File: config.mk
export PLATFORM = sky130hd
export DESIGN_NAME = temp_pwm_encoder
export DESIGN_NICKNAME = d
export VERILOG_FILES = /design/src/rtl/pwm_slot_gen.v /design/src/rtl/relay_hyst_cmp.v /design/src/rtl/temp_pwm_encoder.v
export VERILOG_INCLUDE_DIRS = /design/src /design/src/pkg
export SDC_FILE = /design/constraint.sdc
export NUM_CORES = 1
export LEC_CHECK = 0
export ABC_AREA = 0
export BUFFER_PORTS_ARGS = -buffer_cell sky130_fd_sc_hd__buf_4
export CAP_MARGIN = 0
export CORE_ASPECT_RATIO = 2
export CORE_MARGIN = 4
export CORE_UTILIZATION = 52
export DETAILED_ROUTE_END_ITERATION = 16
export PLACE_DENSITY_LB_ADDON = 0.25
export SYNTH_ARGS = -nofsm -noshare
export SYNTH_HDL_FRONTEND = slang
export SYNTH_SLANG_ARGS = --single-unit
File: constraint.sdc
create_clock -name ref_clk -period 3.8 [get_ports ref_clk]
set_clock_uncertainty 0.2 [all_clocks]
set_input_delay 0.38 -clock ref_clk [delete_from_list [all_inputs] [get_ports ref_clk]]
set_output_delay 0.38 -clock ref_clk [all_outputs]
set_load 0.02 [all_outputs]
File: src/pkg/temp_pwm_defs.vh
// constants of the temperature pulse encoder: frame timing, slot edges,
// register offsets, field positions and reset values.
// assumes inclusion by bare name from the rtl files.
`ifndef TEMP_PWM_DEFS_VH
`define TEMP_PWM_DEFS_VH

// ---------------------------------------------------------------
// timing
// ---------------------------------------------------------------
`define CLK_PERIOD_NS 50
`define TICK_PERIOD_NS 50000
`define PWM_FRAME_LAST 11'h7ff
// high times in ticks of a 2048-tick frame
`define PWM_LEAD_TICKS 11'h100
`define PWM_DATA_END 11'h500
`define PWM_UFL_TICKS 11'h580
`define PWM_OFL_TICKS 11'h600
`define PWM_FE_TICKS 11'h680

// ---------------------------------------------------------------
// register offsets (byte addresses)
// ---------------------------------------------------------------
`define REG_CTRL 8'h00
`define REG_THRESH 8'h04
`define REG_HYST 8'h08
`define REG_OBJ 8'h0c
`define REG_AMB 8'h10
`define REG_IRQ_STAT 8'h14
`define REG_IRQ_MASK 8'h18

// ---------------------------------------------------------------
// fields and reset values
// ---------------------------------------------------------------
`define FLD_OVH 3
`define FLD_OVL 2
`define FLD_FE 1
`define CTRL_POL 0
`define CTRL_DRIVE 4
`define CTRL_PIN 5
`define IRQ_FRAME 0
`define IRQ_UFL 1
`define IRQ_OFL 2
`define IRQ_FE 3
`define IRQ_RELAY 4
`define IRQ_W 5
// 95 C and 5 C on the -20..120 C object scale of 12 bits
`define RST_THRESH 12'hd24
`define RST_HYST 12'h092
`define RST_POL 1'b0
`define RST_DRIVE_ON 1'b1
`define RST_MASK 5'h00
`define RESP_OKAY 2'h0
`define RESP_SLVERR 2'h2

`endif

File: src/rtl/pwm_slot_gen.v
// one pulse output channel: holds the frame's high time and draws the pulse.
// assumes a shared tick count and a one-cycle frame start pulse.
`include "temp_pwm_defs.vh"

module pwm_slot_gen (
  input wire ref_clk,
  input wire sys_rst,
  input wire frameStart,
  input wire [10:0] tickCnt,
  input wire [10:0] highTicks,
  output reg pwmOut
);

  reg [10:0] highHeld_r;

  // ---------------------------------------------------------------
  // frame latch and compare
  // ---------------------------------------------------------------
  // high time frozen per frame so one frame never mixes two values
  always @(posedge ref_clk) begin
    if (sys_rst) begin
      highHeld_r <= `PWM_LEAD_TICKS;
      pwmOut <= 1'b0;
    end else begin
      if (frameStart) begin
        highHeld_r <= highTicks;
      end
      // every high time is at least the lead buffer, so each frame opens high
      pwmOut <= (tickCnt < highHeld_r);
    end
  end

endmodule // pwm_slot_gen

File: src/rtl/relay_hyst_cmp.v
// relay threshold comparator with hysteresis and selectable polarity.
// assumes a 12-bit temperature code from logic on the same clock.
`include "temp_pwm_defs.vh"

module relay_hyst_cmp (
  input wire ref_clk,
  input wire sys_rst,
  input wire [11:0] tempCode,
  input wire [11:0] threshold,
  input wire [11:0] hysteresis,
  input wire nonInverting,
  output reg driveOn
);

  reg above_r;
  reg above_nxt;
  reg [11:0] lowLimit;

  // ---------------------------------------------------------------
  // hysteresis state
  // ---------------------------------------------------------------
  // release level saturates at zero when hysteresis exceeds threshold
  always @* begin
    lowLimit = (threshold > hysteresis) ? (threshold - hysteresis) : 12'h000;
    above_nxt = above_r;
    if (!above_r && (tempCode > threshold)) begin
      above_nxt = 1'b1;
    end else if (above_r && (tempCode <= lowLimit)) begin
      above_nxt = 1'b0;
    end
  end

  // drive state follows polarity: inverting turns off above threshold
  always @(posedge ref_clk) begin
    if (sys_rst) begin
      above_r <= 1'b0;
      driveOn <= `RST_DRIVE_ON;
    end else begin
      above_r <= above_nxt;
      driveOn <= nonInverting ? above_nxt : !above_nxt;
    end
  end

endmodule // relay_hyst_cmp

File: src/rtl/temp_pwm_encoder.v
// temperature pulse-width encoder with relay comparator and register slave.
// assumes temperature codes and range flags come from logic on ref_clk,
// and software reaches the settings over an AXI4-Lite port.
`include "temp_pwm_defs.vh"

// Behaviour
// each frame lasts 2048 ticks of 50 us, 102.4 ms.
// every frame opens with a high lead buffer.
// data slot spans 1/8 to 5/8 of frame; high fraction carries value.
// pulse data value is quantised to 10 bits.
// normal temperature maps linearly onto 12.5 to 62.5 percent duty.
// underflow 68.75, overflow 75, fatal error 81.25 percent duty.
// stored settings are checked; uncorrectable errors flagged on outputs.
// ambient out of range flags both outputs, withholds both values.
// object out of range clamps object duty and data; ambient stays normal.
// ambient low or high forces object data 000 or fff, sets flag.
// relay comparator is digital, 12-bit, inverting by default, stored settings.
// inverting switches relay off above threshold; non-inverting switches on.
// comparator uses object temperature, 95 C threshold, 5 C hysteresis.
// the reader of the open-drain relay pin supplies a pull-up.
// register holds data in 15:4, overflow 3, underflow 2, fatal 1.
// after switching, return only once below threshold by the hysteresis.
// value and condition latched at frame start; frames never mix values.
module temp_pwm_encoder #(
  parameter integer TICK_CYCLES = `TICK_PERIOD_NS / `CLK_PERIOD_NS
) (
  input wire ref_clk,
  input wire sys_rst,
  input wire [7:0] s_axi_awaddr,
  input wire s_axi_awvalid,
  output reg s_axi_awready,
  input wire [31:0] s_axi_wdata,
  input wire [3:0] s_axi_wstrb,
  input wire s_axi_wvalid,
  output reg s_axi_wready,
  output reg [1:0] s_axi_bresp,
  output reg s_axi_bvalid,
  input wire s_axi_bready,
  input wire [7:0] s_axi_araddr,
  input wire s_axi_arvalid,
  output reg s_axi_arready,
  output reg [31:0] s_axi_rdata,
  output reg [1:0] s_axi_rresp,
  output reg s_axi_rvalid,
  input wire s_axi_rready,
  input wire [11:0] objTemp,
  input wire objBelowRange,
  input wire objAboveRange,
  input wire [11:0] ambTemp,
  input wire ambBelowRange,
  input wire ambAboveRange,
  input wire eccFatal,
  output wire objPwmOut,
  output wire ambPwmOut,
  input wire relayDriverOutI,
  output reg relayDriverOutO,
  output wire relayDriverOutOe,
  output reg irq
);

  localparam [15:0] TICK_LAST = TICK_CYCLES[15:0] - 16'h0001;

  reg [15:0] tickDiv_r;
  reg [10:0] tickCnt_r;
  reg frameStart_r, ctrlPol_r, setPar_r, awHave_r, wHave_r, pinLevel_r, relayPrev_r;
  reg [11:0] thresh_r, hyst_r, thresh_nxt, hyst_nxt, objData, ambData;
  reg [15:0] objReg_r, ambReg_r;
  reg [`IRQ_W-1:0] irqStat_r, irqMask_r, irqStat_nxt, evt;
  reg [7:0] awAddr_r;
  reg [31:0] wData_r;
  reg [3:0] wStrb_r;
  reg [2:0] pinSync_r;
  reg [31:0] rdData;
  reg rdHit, wrHit, ctrlPol_nxt, special;
  reg [10:0] objHigh, ambHigh, specHigh;
  wire fatalErr, ambBad, doWrite, arTake, relayOn;
  wire [7:0] wrAddr, rdAddr;

  // ---------------------------------------------------------------
  // frame timing
  // ---------------------------------------------------------------
  // tick divider and 2048-tick frame counter; 11 bits wrap on their own
  always @(posedge ref_clk) begin
    if (sys_rst) begin
      tickDiv_r <= 16'h0000;
      tickCnt_r <= 11'h000;
      frameStart_r <= 1'b0;
    end else begin
      frameStart_r <= 1'b0;
      if (tickDiv_r == TICK_LAST) begin
        tickDiv_r <= 16'h0000;
        tickCnt_r <= tickCnt_r + 11'h001;
        if (tickCnt_r == `PWM_FRAME_LAST) frameStart_r <= 1'b1;
      end else begin
        tickDiv_r <= tickDiv_r + 16'h0001;
      end
    end
  end

  // ---------------------------------------------------------------
  // condition and value encoding
  // ---------------------------------------------------------------
  // parity over the stored settings is kept at write time; a mismatch
  // later means the settings were disturbed and cannot be repaired here
  assign fatalErr = eccFatal | (setPar_r != ^{ctrlPol_r, thresh_r, hyst_r});
  assign ambBad = ambBelowRange | ambAboveRange;

  // fatal error outranks the ambient range codes
  always @* begin
    special = fatalErr | ambBad;
    specHigh = fatalErr ? `PWM_FE_TICKS :
               (ambAboveRange ? `PWM_OFL_TICKS : `PWM_UFL_TICKS);
    // register data: ambient range overrides everything, then object clamp
    if (ambBelowRange) begin
      objData = 12'h000;
    end else if (ambAboveRange) begin
      objData = 12'hfff;
    end else if (objBelowRange) begin
      objData = 12'h000;
    end else if (objAboveRange) begin
      objData = 12'hfff;
    end else begin
      objData = objTemp;
    end
    ambData = ambBelowRange ? 12'h000 : (ambAboveRange ? 12'hfff : ambTemp);
    // top ten bits of the code step the data slot tick by tick
    if (special) begin
      objHigh = specHigh;
    end else if (objBelowRange) begin
      objHigh = `PWM_LEAD_TICKS;
    end else if (objAboveRange) begin
      objHigh = `PWM_DATA_END;
    end else begin
      objHigh = `PWM_LEAD_TICKS + {1'b0, objTemp[11:2]};
    end
    ambHigh = special ? specHigh : `PWM_LEAD_TICKS + {1'b0, ambTemp[11:2]};
  end

  // channel 0 object, channel 1 ambient
  genvar ch;
  generate
    for (ch = 0; ch < 2; ch = ch + 1) begin : gCh
      wire chOut;
      pwm_slot_gen uSlot (
        .ref_clk(ref_clk),
        .sys_rst(sys_rst),
        .frameStart(frameStart_r),
        .tickCnt(tickCnt_r),
        .highTicks(ch ? ambHigh : objHigh),
        .pwmOut(chOut)
      );
    end
  endgenerate

  assign objPwmOut = gCh[0].chOut;
  assign ambPwmOut = gCh[1].chOut;

  // readable temperature words, refreshed with each frame
  always @(posedge ref_clk) begin
    if (sys_rst) begin
      objReg_r <= 16'h0000;
      ambReg_r <= 16'h0000;
    end else if (frameStart_r) begin
      objReg_r <= {objData, ambAboveRange, ambBelowRange, fatalErr, 1'b0};
      ambReg_r <= {ambData, ambAboveRange, ambBelowRange, fatalErr, 1'b0};
    end
  end

  // ---------------------------------------------------------------
  // relay comparator and open-drain pin
  // ---------------------------------------------------------------
  // compares the clamped object value that software also reads
  relay_hyst_cmp uRelay (
    .ref_clk(ref_clk),
    .sys_rst(sys_rst),
    .tempCode(objReg_r[15:4]),
    .threshold(thresh_r),
    .hysteresis(hyst_r),
    .nonInverting(ctrlPol_r),
    .driveOn(relayOn)
  );

  // the pin is only ever pulled low; a pull-up outside gives the high level
  assign relayDriverOutOe = relayOn;

  // pin sense: a change counts once the second and third stages agree
  always @(posedge ref_clk) begin
    if (sys_rst) begin
      relayDriverOutO <= 1'b0;
      pinSync_r <= 3'h0;
      pinLevel_r <= 1'b0;
      relayPrev_r <= `RST_DRIVE_ON;
    end else begin
      relayDriverOutO <= 1'b0;
      pinSync_r <= {pinSync_r[1:0], relayDriverOutI};
      if (pinSync_r[1] == pinSync_r[2]) pinLevel_r <= pinSync_r[2];
      relayPrev_r <= relayOn;
    end
  end

  // ---------------------------------------------------------------
  // interrupt status
  // ---------------------------------------------------------------
  assign arTake = s_axi_arvalid & s_axi_arready;
  assign rdAddr = {s_axi_araddr[7:2], 2'b00};

  // a read of the status clears it, but an event in that cycle survives
  always @* begin
    evt[`IRQ_FRAME] = frameStart_r;
    evt[`IRQ_UFL] = frameStart_r & ambBelowRange;
    evt[`IRQ_OFL] = frameStart_r & ambAboveRange;
    evt[`IRQ_FE] = frameStart_r & fatalErr;
    evt[`IRQ_RELAY] = relayOn ^ relayPrev_r;
    irqStat_nxt = ((arTake && (rdAddr == `REG_IRQ_STAT)) ? {`IRQ_W{1'b0}} : irqStat_r) | evt;
  end

  // ---------------------------------------------------------------
  // register write path
  // ---------------------------------------------------------------
  assign wrAddr = {awAddr_r[7:2], 2'b00};
  assign doWrite = awHave_r & wHave_r & ~s_axi_bvalid;

  // byte lanes 0 and 1 cover every writable field
  always @* begin
    ctrlPol_nxt = ctrlPol_r;
    thresh_nxt = thresh_r;
    hyst_nxt = hyst_r;
    wrHit = 1'b1;
    case (wrAddr)
      `REG_CTRL: if (wStrb_r[0]) ctrlPol_nxt = wData_r[`CTRL_POL];
      `REG_THRESH: thresh_nxt = {wStrb_r[1] ? wData_r[11:8] : thresh_r[11:8],
                                 wStrb_r[0] ? wData_r[7:0] : thresh_r[7:0]};
      `REG_HYST: hyst_nxt = {wStrb_r[1] ? wData_r[11:8] : hyst_r[11:8],
                             wStrb_r[0] ? wData_r[7:0] : hyst_r[7:0]};
      `REG_OBJ, `REG_AMB, `REG_IRQ_STAT, `REG_IRQ_MASK: wrHit = 1'b1;
      default: wrHit = 1'b0;
    endcase
  end

  // address and data are taken in either order; response after both
  always @(posedge ref_clk) begin
    if (sys_rst) begin
      s_axi_awready <= 1'b1;
      s_axi_wready <= 1'b1;
      s_axi_bvalid <= 1'b0;
      s_axi_bresp <= `RESP_OKAY;
      awHave_r <= 1'b0;
      wHave_r <= 1'b0;
      awAddr_r <= 8'h00;
      wData_r <= 32'h00000000;
      wStrb_r <= 4'h0;
      ctrlPol_r <= `RST_POL;
      thresh_r <= `RST_THRESH;
      hyst_r <= `RST_HYST;
      setPar_r <= ^{`RST_POL, `RST_THRESH, `RST_HYST};
      irqMask_r <= `RST_MASK;
    end else begin
      if (s_axi_awvalid && s_axi_awready) begin
        awAddr_r <= s_axi_awaddr;
        awHave_r <= 1'b1;
        s_axi_awready <= 1'b0;
      end
      if (s_axi_wvalid && s_axi_wready) begin
        wData_r <= s_axi_wdata;
        wStrb_r <= s_axi_wstrb;
        wHave_r <= 1'b1;
        s_axi_wready <= 1'b0;
      end
      if (doWrite) begin
        awHave_r <= 1'b0;
        wHave_r <= 1'b0;
        s_axi_bvalid <= 1'b1;
        s_axi_bresp <= wrHit ? `RESP_OKAY : `RESP_SLVERR;
        ctrlPol_r <= ctrlPol_nxt;
        thresh_r <= thresh_nxt;
        hyst_r <= hyst_nxt;
        setPar_r <= ^{ctrlPol_nxt, thresh_nxt, hyst_nxt};
        if ((wrAddr == `REG_IRQ_MASK) && wStrb_r[0]) irqMask_r <= wData_r[`IRQ_W-1:0];
      end
      if (s_axi_bvalid && s_axi_bready) begin
        s_axi_bvalid <= 1'b0;
        s_axi_awready <= 1'b1;
        s_axi_wready <= 1'b1;
      end
    end
  end

  // ---------------------------------------------------------------
  // register read path
  // ---------------------------------------------------------------
  always @* begin
    rdData = 32'h00000000;
    rdHit = 1'b1;
    case (rdAddr)
      `REG_CTRL: begin
        rdData[`CTRL_POL] = ctrlPol_r;
        rdData[`CTRL_DRIVE] = relayOn;
        rdData[`CTRL_PIN] = pinLevel_r;
      end
      `REG_THRESH: rdData[11:0] = thresh_r;
      `REG_HYST: rdData[11:0] = hyst_r;
      `REG_OBJ: rdData[15:0] = objReg_r;
      `REG_AMB: rdData[15:0] = ambReg_r;
      `REG_IRQ_STAT: rdData[`IRQ_W-1:0] = irqStat_r;
      `REG_IRQ_MASK: rdData[`IRQ_W-1:0] = irqMask_r;
      default: rdHit = 1'b0;
    endcase
  end

  // one read at a time; data answer one cycle after the address is taken
  always @(posedge ref_clk) begin
    if (sys_rst) begin
      s_axi_arready <= 1'b1;
      s_axi_rvalid <= 1'b0;
      s_axi_rdata <= 32'h00000000;
      s_axi_rresp <= `RESP_OKAY;
      irqStat_r <= {`IRQ_W{1'b0}};
      irq <= 1'b0;
    end else begin
      if (arTake) begin
        s_axi_arready <= 1'b0;
        s_axi_rvalid <= 1'b1;
        s_axi_rdata <= rdData;
        s_axi_rresp <= rdHit ? `RESP_OKAY : `RESP_SLVERR;
      end
      if (s_axi_rvalid && s_axi_rready) begin
        s_axi_rvalid <= 1'b0;
        s_axi_arready <= 1'b1;
      end
      irqStat_r <= irqStat_nxt;
      irq <= |(irqStat_nxt & irqMask_r);
    end
  end

endmodule // temp_pwm_encoder

==> results of run 1 <==
worst min path at each step:
| stage | start | to | slack, ns | cells after the start |
|---|---|---|---|---|
| final | s_axi_awaddr[6] | awAddr_r[6] | 0.005 | 3 |
| after detailed placement | pinSync_r[0] | pinSync_r[1] | 0.23 | 1 |
| after global routing | s_axi_wdata[7] | wData_r[7] | 0.02 | 3 |
| after floorplan | pinSync_r[0] | pinSync_r[1] | 0.21 | 1 |
| after CTS | s_axi_awaddr[6] | awAddr_r[6] | 0.002 | 3 |
| after global placement | tickDiv_r[0] | tickDiv_r[0] | 0.23 | 1 |
flip-flops by register name, summed over array words and instances, names as in the netlist, 6 cells and up:
| signal | count |
|---|---|
| gCh.uSlot.highHeld_r | 22 |
| s_axi_rdata | 16 |
| tickDiv_r | 16 |
| ambReg_r | 15 |
| hyst_r | 12 |
| objReg_r | 12 |
| thresh_r | 12 |
| wData_r | 12 |
| tickCnt_r | 11 |
| awAddr_r | 6 |
worst reg2reg max path, cell delays in order, from the launching register on:
cell and delay [ns]:
dfxtp_2 0.34, inv_2 0.04, ha_4 0.15, fa_2 0.34, nor2b_1 0.14, o21ai_2 0.08, a21oi_2 0.17, o21ai_2 0.07
a211o_1 0.27, a21oi_2 0.19, nand3b_1 0.11, ha_1 0.32, a21o_1 0.16, a21o_1 0.15, a21o_1 0.15, a21oi_2 0.11
o221ai_1 0.13, a32oi_1 0.24, xnor2_1 0.15, nand2b_1 0.06
metrics by stage:
stage | cells | power, uW
2_1_floorplan | 1120 | 2060
3_3_place_gp | 1371 | 2170
3_5_place_dp | 1371 | 2170
4_1_cts | 1440 | 4140
5_1_grt | 1440 | 4250
6_report | 1440 | 4120
final cells by class:
class	instances	area, sq um
timing repair buffer	154	1250
clock buffer	19	443
sequential	168	3370
fill	1498	6210
clock inverter	13	215
multi-input combinational	810	5200
tap	210	263
inverter	66	248
power by group:
group / internal, uW / total, uW / switching (uW)
combinational: 148 / 339 / 191
sequential: 1790 / 1830 / 34.0
clock: 1190 / 1950 / 756
synth_stat cells (all sizes together), types with 5 or more instances:
cell	n	area share, %
nand2b	15	1.0
nor2b	15	1.0
mux2i	27	3.0
or3	7	0.48
clkbuf	49	2.0
a22oi	25	2.1
nand2	95	3.9
nor3	39	2.2
nand4	11	0.76
and2	5	0.35
a211o	8	0.77
a21oi	76	4.2
o21ai	23	1.3
xor2	21	2.0
and3	10	0.69
xnor2	41	4.0
ha	60	8.3
a21o	19	1.6
nor4	6	0.65
dfxtp	168	37
a22o	14	1.4
a221oi	12	1.2
nand3	23	1.3
a211oi	5	0.41
nor2	181	7.5
inv	66	2.7
buf	27	1.9
nand3b	7	0.58
logic make-up after synthesis:
logic type,share of synthesized area (%)
and+or+nand+nor,21.5
muxes,3.48
DFF,37.1
AOI/OAI and AO/OA,15.3
xor gates and xnor gates,7.33
other,0.0414
adders and majority gates,8.51
buffers and inverters,6.71
routing by layer:
layer | wire [um] | track usage (%) | up-vias | part of all wire, %
met3 | 888 | 3.92 | 82 | 3.6
li1 | - | - | 3980 | -
met1 | 9090 | 26.6 | 3909 | 36
met2 | 13500 | 47.4 | 225 | 54
met4 | 1450 | 15.6 | 0 | 5.8
met5 | 0 | 0 | - | 0
timing repair:
action	CTS	global route
pin swaps	7	8
endpoints found under the setup margin	1	2
buffers inserted	1	0
resized for setup	3	8
endpoints found under the hold margin	34	0
hold buffers	36	0
==> out/results.ini, run 1 <==
[cts]
cts_buffer_depth = 2
cts_root_buf = clkbuf_16
cts_htree_levels = 4
clock_sinks = 168
cts_buffers = 17
insertion_delay_ns = 0.44
tritoncts = yes
clk_pin_slew_ns = 0.07

[final_layout]
fin_area_sq_mm = 0.0110
antennaDiodeCount = 0
area_growth_pct = 21.2
layout_commonest_cell = nor2_1
fin_nets = 1367
utilization_pct = 63.9
final_cell_mix = nor2_1 (181), dfxtp_1 (166), buf_4 (118), nand2_1 (95), a21oi_1 (72)
final_layout_size_suffix_gt1_share_pct = 14.0

[critical_path]
critPathMaxFanout = 3
critPathKind = register to register
start_kind = register
path_cells = inv_2 > ha_4 > fa_2 > nor2b_1 > o21ai_2 > a21oi_2 > o21ai_2 > a211o_1 > a21oi_2 > nand3b_1 > ha_1 > a21o_1 > a21o_1 > a21o_1 > a21oi_2 > o221ai_1 > a32oi_1 > xnor2_1 > nand2b_1
cp_slowest_cell = dfxtp_2
r2r-end = uRelay.driveOn
cp-end-kind = register
max_stage_delay_ns = 0.34
regToRegSetupSlack_ns = 0.12
endpoint = uRelay.driveOn
crit_arrival_ns = 3.82
crit_family = compound AO/OA/AOI/OAI gates
ff2ff_path_depth = 19
worst-path-stages = 19
crit_start = thresh_r[0]
worstPathRequired_ns = 3.93
critPathBufInv = 1
r2r_start = thresh_r[0]

[sta]
finalSetupTns_ns = 0
setup_viol = 0
post-route-period-util_pct = 97.0
fmax_ghz = 0.271
setup_slack_ns = 0.115
fin_crit_ns = 3.68
hold_viol_final = 0
rsz0062_at_grt = yes
slew_viol_final = 0
hold_slack_ns = 0.00460
worst_pin_slew_ns = 1.14
max-slew-margin-rel_pct = 23.4

[drt]
firstDrtPassIters = 5
vias = 8196
postRouteAntennaNets = 0
drt-initial-drc-count = 412
vias_per_cell = 5.69
drt-total-wl_um = 25000
drc_errors = 0
wl_per_cell_um = 17.3

[yosys]
synth-seq-area-share_pct = 37.1
yosys_register_bits = 168
ys_async_sr_fraction_pct = 0
synth_enable_flop_cells = 0
syn_area_per_cell_sq_um = 8.22
synth_ff_type = dfxtp_1
synthCells = 1102
syn-cell-area_sq_mm = 0.00906
synthDistinctLibCells = 60
ys_warn_count = 0

[global_route]
antenna_found_initial = 0
grt_max_degree = 71
grt_pass1_wl_um = 40000
grt_overflow = 0
grtUsageTotal_pct = 25.9
grt_pass1_vias = 8074

[min_path]
hp-class = primary input to register

[floorplan]
io_pins = 135
die_x_um = 101
start_util_pct = 52.7
die_h_um = 195
core_area_sq_mm = 0.0172
num_rows = 68
dieArea_sq_mm = 0.0197

[place]
pre_cts_ws_ns = -0.00836
placedInstanceArea_sq_mm = 0.00993
hpwlAfterDp_um = 18400
place_congestion = 0.918
io_buffer_count = 89

[pwr]
p_per_area_mw_per_mm2 = 375
p_leak_uw = 0.00467
peakVddDrop_mv = 0.280

[status]
status = finished, final reports clean

[run]
drv_cap = 0

Note: power is estimated with default switching activity, not from simulation.
==> inputs of run 2 (changes only) <==
- CELL_PAD_IN_SITES_DETAIL_PLACEMENT: unset -> 2
- CELL_PAD_IN_SITES_GLOBAL_PLACEMENT: unset -> 2
- CORE_UTILIZATION: 52 -> 31
==> run 2 against run 1 <==
Net effect: worst setup slack lost 0.064 ns; non-clock buffer count grew 19; first-iteration DRC count shrank 22%; critical path depth grew 2; design area grew 2.8%; final cell count grew 12%.
==> out/results.ini, run 2 (synthesis results as in run 1) <==
[final_layout]
regMostFlops = gCh.uSlot.highHeld_r
stdcell_count = 1609  ; +12%
fin_nets = 1386  ; +1.4%
final_cell_mix = nor2_1 (180), dfxtp_1 (166), buf_4 (135), nand2_1 (95), a21oi_1 (71)
fill_cells = 3300  ; +120%
layout_commonest_cell = nor2_1
reg_top3 = gCh.uSlot.highHeld_r: 22 flops, s_axi_rdata: 16 flops, tickDiv_r: 16 flops
utilization_pct = 39.1  ; -25 points
final_layout_size_suffix_gt1_share_pct = 15.8  ; +1.8 points
antennaDiodeCount = 0  ; unchanged
area_growth_pct = 24.7
largest_reg_flops = 22  ; unchanged

[global_route]
grt_pass1_vias = 9296  ; +15%
antenna_found_initial = 0  ; unchanged
grt_pass1_wl_um = 51700  ; +29%
grt_max_degree = 76  ; +7.0%
grtUsageTotal_pct = 20.9  ; -4.9 points
grt_overflow = 0  ; unchanged

[status]
status = finished, final reports clean

[pwr]
peakVddDrop_mv = 0.309  ; +10%
p_leak_uw = 0.00473  ; +1.2%
finalPower_uw = 3950  ; -4.0%
p_per_area_mw_per_mm2 = 350  ; -6.7%

[critical_path]
path_cells = inv_2 > ha_4 > fa_2 > nor2b_2 > o21ai_2 > a21oi_2 > o21ai_2 > buf_4 > a21oi_1 > a31oi_1 > xnor2_1 > nand2_1 > ha_1 > nand3_2 > nor2_1 > nand2_1 > nor2_1 > nor2_1 > a32oi_2 > xnor2_1 > nand2b_1
max_stage_delay_ns = 0.34  ; about the same
critPathKind = register to register
cp-end-kind = register
crit_family = compound AO/OA/AOI/OAI gates
critPathBufInv = 2  ; +1
start_kind = register
worstPathRequired_ns = 3.94  ; about the same
cp_slowest_cell = fa_2
cpMostUsedCell = nor2_1
crit_arrival_ns = 3.88  ; +0.06 ns
critPathMaxFanout = 2  ; -1

[floorplan]
dieArea_sq_mm = 0.0322  ; +63%
die_h_um = 250  ; +28%
io_pins = 135  ; unchanged
die_x_um = 129  ; +27%
start_util_pct = 31.4  ; -21 points
core_area_sq_mm = 0.0288  ; +68%
num_rows = 88  ; +29%

[sta]
fin_crit_ns = 3.75  ; +0.0641 ns
finalSetupTns_ns = 0  ; unchanged
fmax_ghz = 0.267  ; -1.7%
setup_slack_ns = 0.0513  ; -0.0641 ns
worst_pin_slew_ns = 0.903  ; -0.242 ns
max-slew-margin-rel_pct = 39.8  ; +16 points
setup_viol = 0  ; unchanged
slew_viol_final = 0  ; unchanged
hold_viol_final = 0  ; unchanged
rsz0062_at_grt = yes
post-route-period-util_pct = 98.6  ; +1.7 points

[cts]
cts_htree_levels = 4  ; unchanged
clock_sinks = 168  ; unchanged
clk_pin_slew_ns = 0.07  ; about the same
cts_root_buf = clkbuf_16
tritoncts = yes
cts_buffers = 17  ; unchanged
cts_buffer_depth = 2  ; unchanged
insertion_delay_ns = 0.45  ; about the same

[place]
place_inst = 1535  ; +12%
hpwlAfterDp_um = 25900  ; +41%
place_congestion = 0.849  ; -7.6%
io_buffer_count = 89  ; unchanged
pre_cts_ws_ns = -0.169  ; -0.161 ns

[run]
drv_cap = 0  ; unchanged

[drt]
wl_per_cell_um = 20.7  ; +19%
vias = 8381  ; +2.3%
firstDrtPassIters = 4  ; -1
vias_per_cell = 5.21  ; -8.5%
drt-total-wl_um = 33300  ; +33%
drt-initial-drc-count = 322  ; -22%
drc_errors = 0  ; unchanged
postRouteAntennaNets = 0  ; unchanged

[min_path]
hp-class = primary input to register

[run 2: changes by cell type in the layout (fill, tap and decap cells not counted), moves of 2 or more]
| cell | change |
|---|---|
| buf_4 | +17 |
| bufinv_16 | -3 |
| clkinvlp_4 | +3 |
| clkbuf_1 | +2 |
| inv_6 | -2 |
[run 2: per-stage QoR]
stage | area [sq um] | hold slack (ns)
finish | 11300 | 0.0315
global route | 11300 | 0.0172
floorplan | 9160 | 0.214
detailed placement | 10200 | 0.232
global placement | 10200 | 0.231
CTS | 11200 | 0.00970
[run 2: area by class of cell]
type	instances	area [sq um]	area share, %
Clock inverter	10	119	1.05
Inverter	66	248	2.19
Timing Repair Buffer	173	1400	12.4
Tap cell	360	450	3.99
Sequential cell	168	3370	29.8
Multi-Input combinational cell	810	5250	46.5
Clock buffer	22	464	4.11
[run 2: timing repair]
action,4_1_cts,5_1_grt
hold buffers,37,0
pin swaps,10,10
setup endpoints to repair,2,2
gates resized for setup,13,9
buffers inserted,2,3
endpoints found under the hold margin,36,0
[run 2: power by group]
part / internal, uW / switching [uW]
registers: 1790 / 35.3
clock network: 1000 / 765
logic: 150 / 204
total: 2950 / 1000
[run 2: worst min-delay path, cell delays in order]
cell and delay (ns):
buf_4 0.11, nand3_1 0.08, a21oi_1 0.06
[run 2: final timing paths]
check | end | slack [ns] | from | cells after the start
max | uRelay.driveOn | 0.05 | thresh_r[0] | 21
max reg2reg | uRelay.driveOn | 0.05 | thresh_r[0] | 21
min reg2reg | pinSync_r[1] | 0.25 | pinSync_r[0] | 1
min | awAddr_r[7] | 0.03 | s_axi_awaddr[7] | 3
[run 2: metal layers]
| metal | vias up | share of wire [%] | GRT usage, % | wire, um |
|---|---|---|---|---|
| met2 | 133 | 59 | 42.8 | 19600 |
| met4 | 0 | 4.8 | 9.79 | 1590 |
| met3 | 61 | 2.2 | 3.26 | 749 |
| met5 | - | 0 | 0 | 0 |
| li1 | 4011 | - | - | - |
| met1 | 4176 | 34 | 19.0 | 11400 |
==> inputs of run 3 (changes only) <==
- PLACE_DENSITY: unset -> 0.79
- PLACE_DENSITY_LB_ADDON: 0.25 -> unset
==> run 3 against run 2 <==
Net effect: the run now ends with setup timing left; largest power group is now the clock network; non-clock buffer count fell by 6; critical path depth fell by 1; highest routed layer unchanged; worst setup slack got worse by 0.093 ns; register-to-register slack got worse by 0.09 ns; first-iteration DRC count fell by 4.3%.
==> out/results.ini, run 3 (synthesis results as in run 1) <==
[sta]
setup_slack_ns = -0.0421  ; -0.0934 ns
slew_viol_final = 0  ; unchanged
post-route-period-util_pct = 101  ; +2.5 points
worst_pin_slew_ns = 0.935  ; +0.0319 ns
rsz0062_at_grt = yes
finalSetupTns_ns = -0.0448  ; -0.0448 ns
fin_crit_ns = 3.84  ; +0.0934 ns
fmax_ghz = 0.260  ; -2.4%
max-slew-margin-rel_pct = 37.6  ; -2.3 points
setup_viol = 2  ; +2
hold_viol_final = 0  ; unchanged

[critical_path]
path_cells = inv_2 > ha_4 > fa_2 > nor2b_2 > o21ai_2 > a21oi_2 > o21ai_2 > a211o_1 > a21oi_4 > buf_6 > nand3b_1 > ha_2 > a21o_1 > a21o_1 > a21o_1 > a21oi_2 > o221ai_2 > a32oi_2 > xnor2_1 > nand2b_1
ff2ff_path_depth = 20  ; -4.8%
max_stage_delay_ns = 0.35  ; about the same
crit_start = thresh_r[0]
crit_arrival_ns = 3.99  ; +0.11 ns
start_kind = register
cpMostUsedCell = a21o_1
critPathMaxFanout = 3  ; +1
cp-end-kind = register
worstPathRequired_ns = 3.95  ; about the same
cp_slowest_cell = fa_2
critPathKind = register to register
r2r_start = thresh_r[0]
regToRegSetupSlack_ns = -0.04  ; -0.09 ns
r2r-end = uRelay.driveOn
endpoint = uRelay.driveOn

[drt]
firstDrtPassIters = 4  ; unchanged
wl_met3_um = 799  ; +6.7%
route.met2.wl_um = 20000  ; +1.8%
postRouteAntennaNets = 0  ; unchanged
top_layer_used = met4
drt-total-wl_um = 34100  ; +2.3%
wl_per_cell_um = 21.3  ; +2.6%
vias = 8522  ; +1.7%
wl_met1_um = 11900  ; +5.2%
drt-initial-drc-count = 308  ; -4.3%
vias_per_cell = 5.32  ; +2.1%
drc_errors = 0  ; unchanged

[final_layout]
stdcell_count = 1603  ; -0.37%
final_cell_mix = nor2_1 (179), dfxtp_1 (166), buf_4 (123), nand2_1 (95), a21oi_1 (70)
reg_top3 = gCh.uSlot.highHeld_r: 22 flops, s_axi_rdata: 16 flops, tickDiv_r: 16 flops
largest_reg_flops = 22  ; unchanged
antennaDiodeCount = 0  ; unchanged
area_growth_pct = 25.9
fin_nets = 1380  ; -0.43%
layout_commonest_cell = nor2_1
regMostFlops = gCh.uSlot.highHeld_r
final_layout_size_suffix_gt1_share_pct = 16.0  ; +0.24 points

[pwr]
p_per_area_mw_per_mm2 = 358  ; +2.5%
peakVddDrop_mv = 0.326  ; +5.4%
p_leak_uw = 0.00474  ; +0.25%

[cts]
tritoncts = yes
cts_htree_levels = 4  ; unchanged
clock_sinks = 168  ; unchanged
cts_root_buf = clkbuf_16
cts_buffers = 17  ; unchanged
clk_pin_slew_ns = 0.07  ; about the same
cts_buffer_depth = 2  ; unchanged
insertion_delay_ns = 0.46  ; about the same

[status]
status = complete, but fails checks
violations = setup timing

[min_path]
hp-class = primary input to register

[place]
hpwlAfterDp_um = 24400  ; -5.6%
io_buffer_count = 89  ; unchanged
place_congestion = 0.861  ; +1.4%
pre_cts_ws_ns = -0.177  ; -0.00795 ns
place_inst = 1527  ; -0.52%

[global_route]
grt_pass1_wl_um = 53200  ; +2.9%
grt_overflow = 0  ; unchanged
grtUsageTotal_pct = 21.3  ; +0.37 points
antenna_found_initial = 0  ; unchanged
grt_max_degree = 103  ; +36%
grt_pass1_vias = 9568  ; +2.9%

[floorplan]
die_x_um = 129  ; unchanged
io_pins = 135  ; unchanged
num_rows = 88  ; unchanged
dieArea_sq_mm = 0.0322  ; unchanged
start_util_pct = 31.4  ; unchanged
core_area_sq_mm = 0.0288  ; unchanged
die_h_um = 250  ; unchanged

[run]
drv_cap = 0  ; unchanged

## run 3: through the flow
| stage | power [uW] | utilization, % | cell area [sq um] | hold slack, ns |
|---|---|---|---|---|
| 3_3_place_gp | 2180 | 35.3 | 10200 | 0.228 |
| 6_report | 4090 | 39.5 | 11400 | 0.0472 |
| 5_1_grt | 4240 | 39.5 | 11400 | 0.0662 |
| 3_5_place_dp | 2200 | 35.3 | 10200 | 0.253 |
| 4_1_cts | 4130 | 39.1 | 11300 | 0.0385 |
| 2_1_floorplan | 2060 | - | 9160 | 0.214 |
## run 3: critical path, delay by kind of cell, from the launching register on
| family | cells | cell delay (ns) |
|---|---|---|
| buffers and inverters | 2 | 0.18 |
| AO/OA/AOI/OAI | 11 | 1.84 |
| AND/OR/NAND/NOR | 3 | 0.32 |
| adder cells (fa/ha/maj) | 3 | 0.69 |
| XOR/XNOR | 1 | 0.16 |
| flip-flops | 1 | 0.34 |
## run 3: timing repair
action | 4_1_cts | 5_1_grt
endpoints found under the hold margin | 39 | 0
endpoints found under the setup margin | 2 | 2
pin swaps | 10 | 21
hold buffers | 40 | 0
cloned | 0 | 0
gates resized for setup | 14 | 22
setup buffers | 2 | 2
## run 3: power breakdown
part	switching [uW]	internal (uW)	total [uW]	leakage, uW
sequential	38.8	1790	1830	0.00136
combinational	210	153	363	0.00307
clock	771	1120	1900	0.000306
total	1020	3070	4090	0.00474
## run 3: worst min-delay path by stage
stage	from	slack, ns	endpoint	cells after the start
floorplan	pinSync_r[0]	0.21	pinSync_r[1]	1
global placement	tickDiv_r[0]	0.23	tickDiv_r[0]	1
detailed placement	tickDiv_r[0]	0.25	tickDiv_r[0]	1
CTS	s_axi_arvalid	0.04	s_axi_arready	3
global route	s_axi_arvalid	0.07	s_axi_arready	3
finish	s_axi_awvalid	0.05	awAddr_r[6]	3
## run 3: per-layer routing
| metal | vias to the layer above | track usage [%] |
|---|---|---|
| li1 | 4002 | - |
| met4 | 0 | 10.2 |
| met3 | 69 | 2.98 |
| met1 | 4315 | 20.8 |
| met2 | 136 | 42.0 |
| met5 | - | 0 |
## run 3: layout make-up
| type | count | area [sq um] |
|---|---|---|
| sequential | 168 | 3370 |
| fill | 3249 | 17400 |
| inverter | 66 | 248 |
| clock buffer | 23 | 498 |
| tap | 360 | 450 |
| multi-input combinational | 810 | 5330 |
| clock inverter | 9 | 136 |
| timing repair buffer | 167 | 1380 |
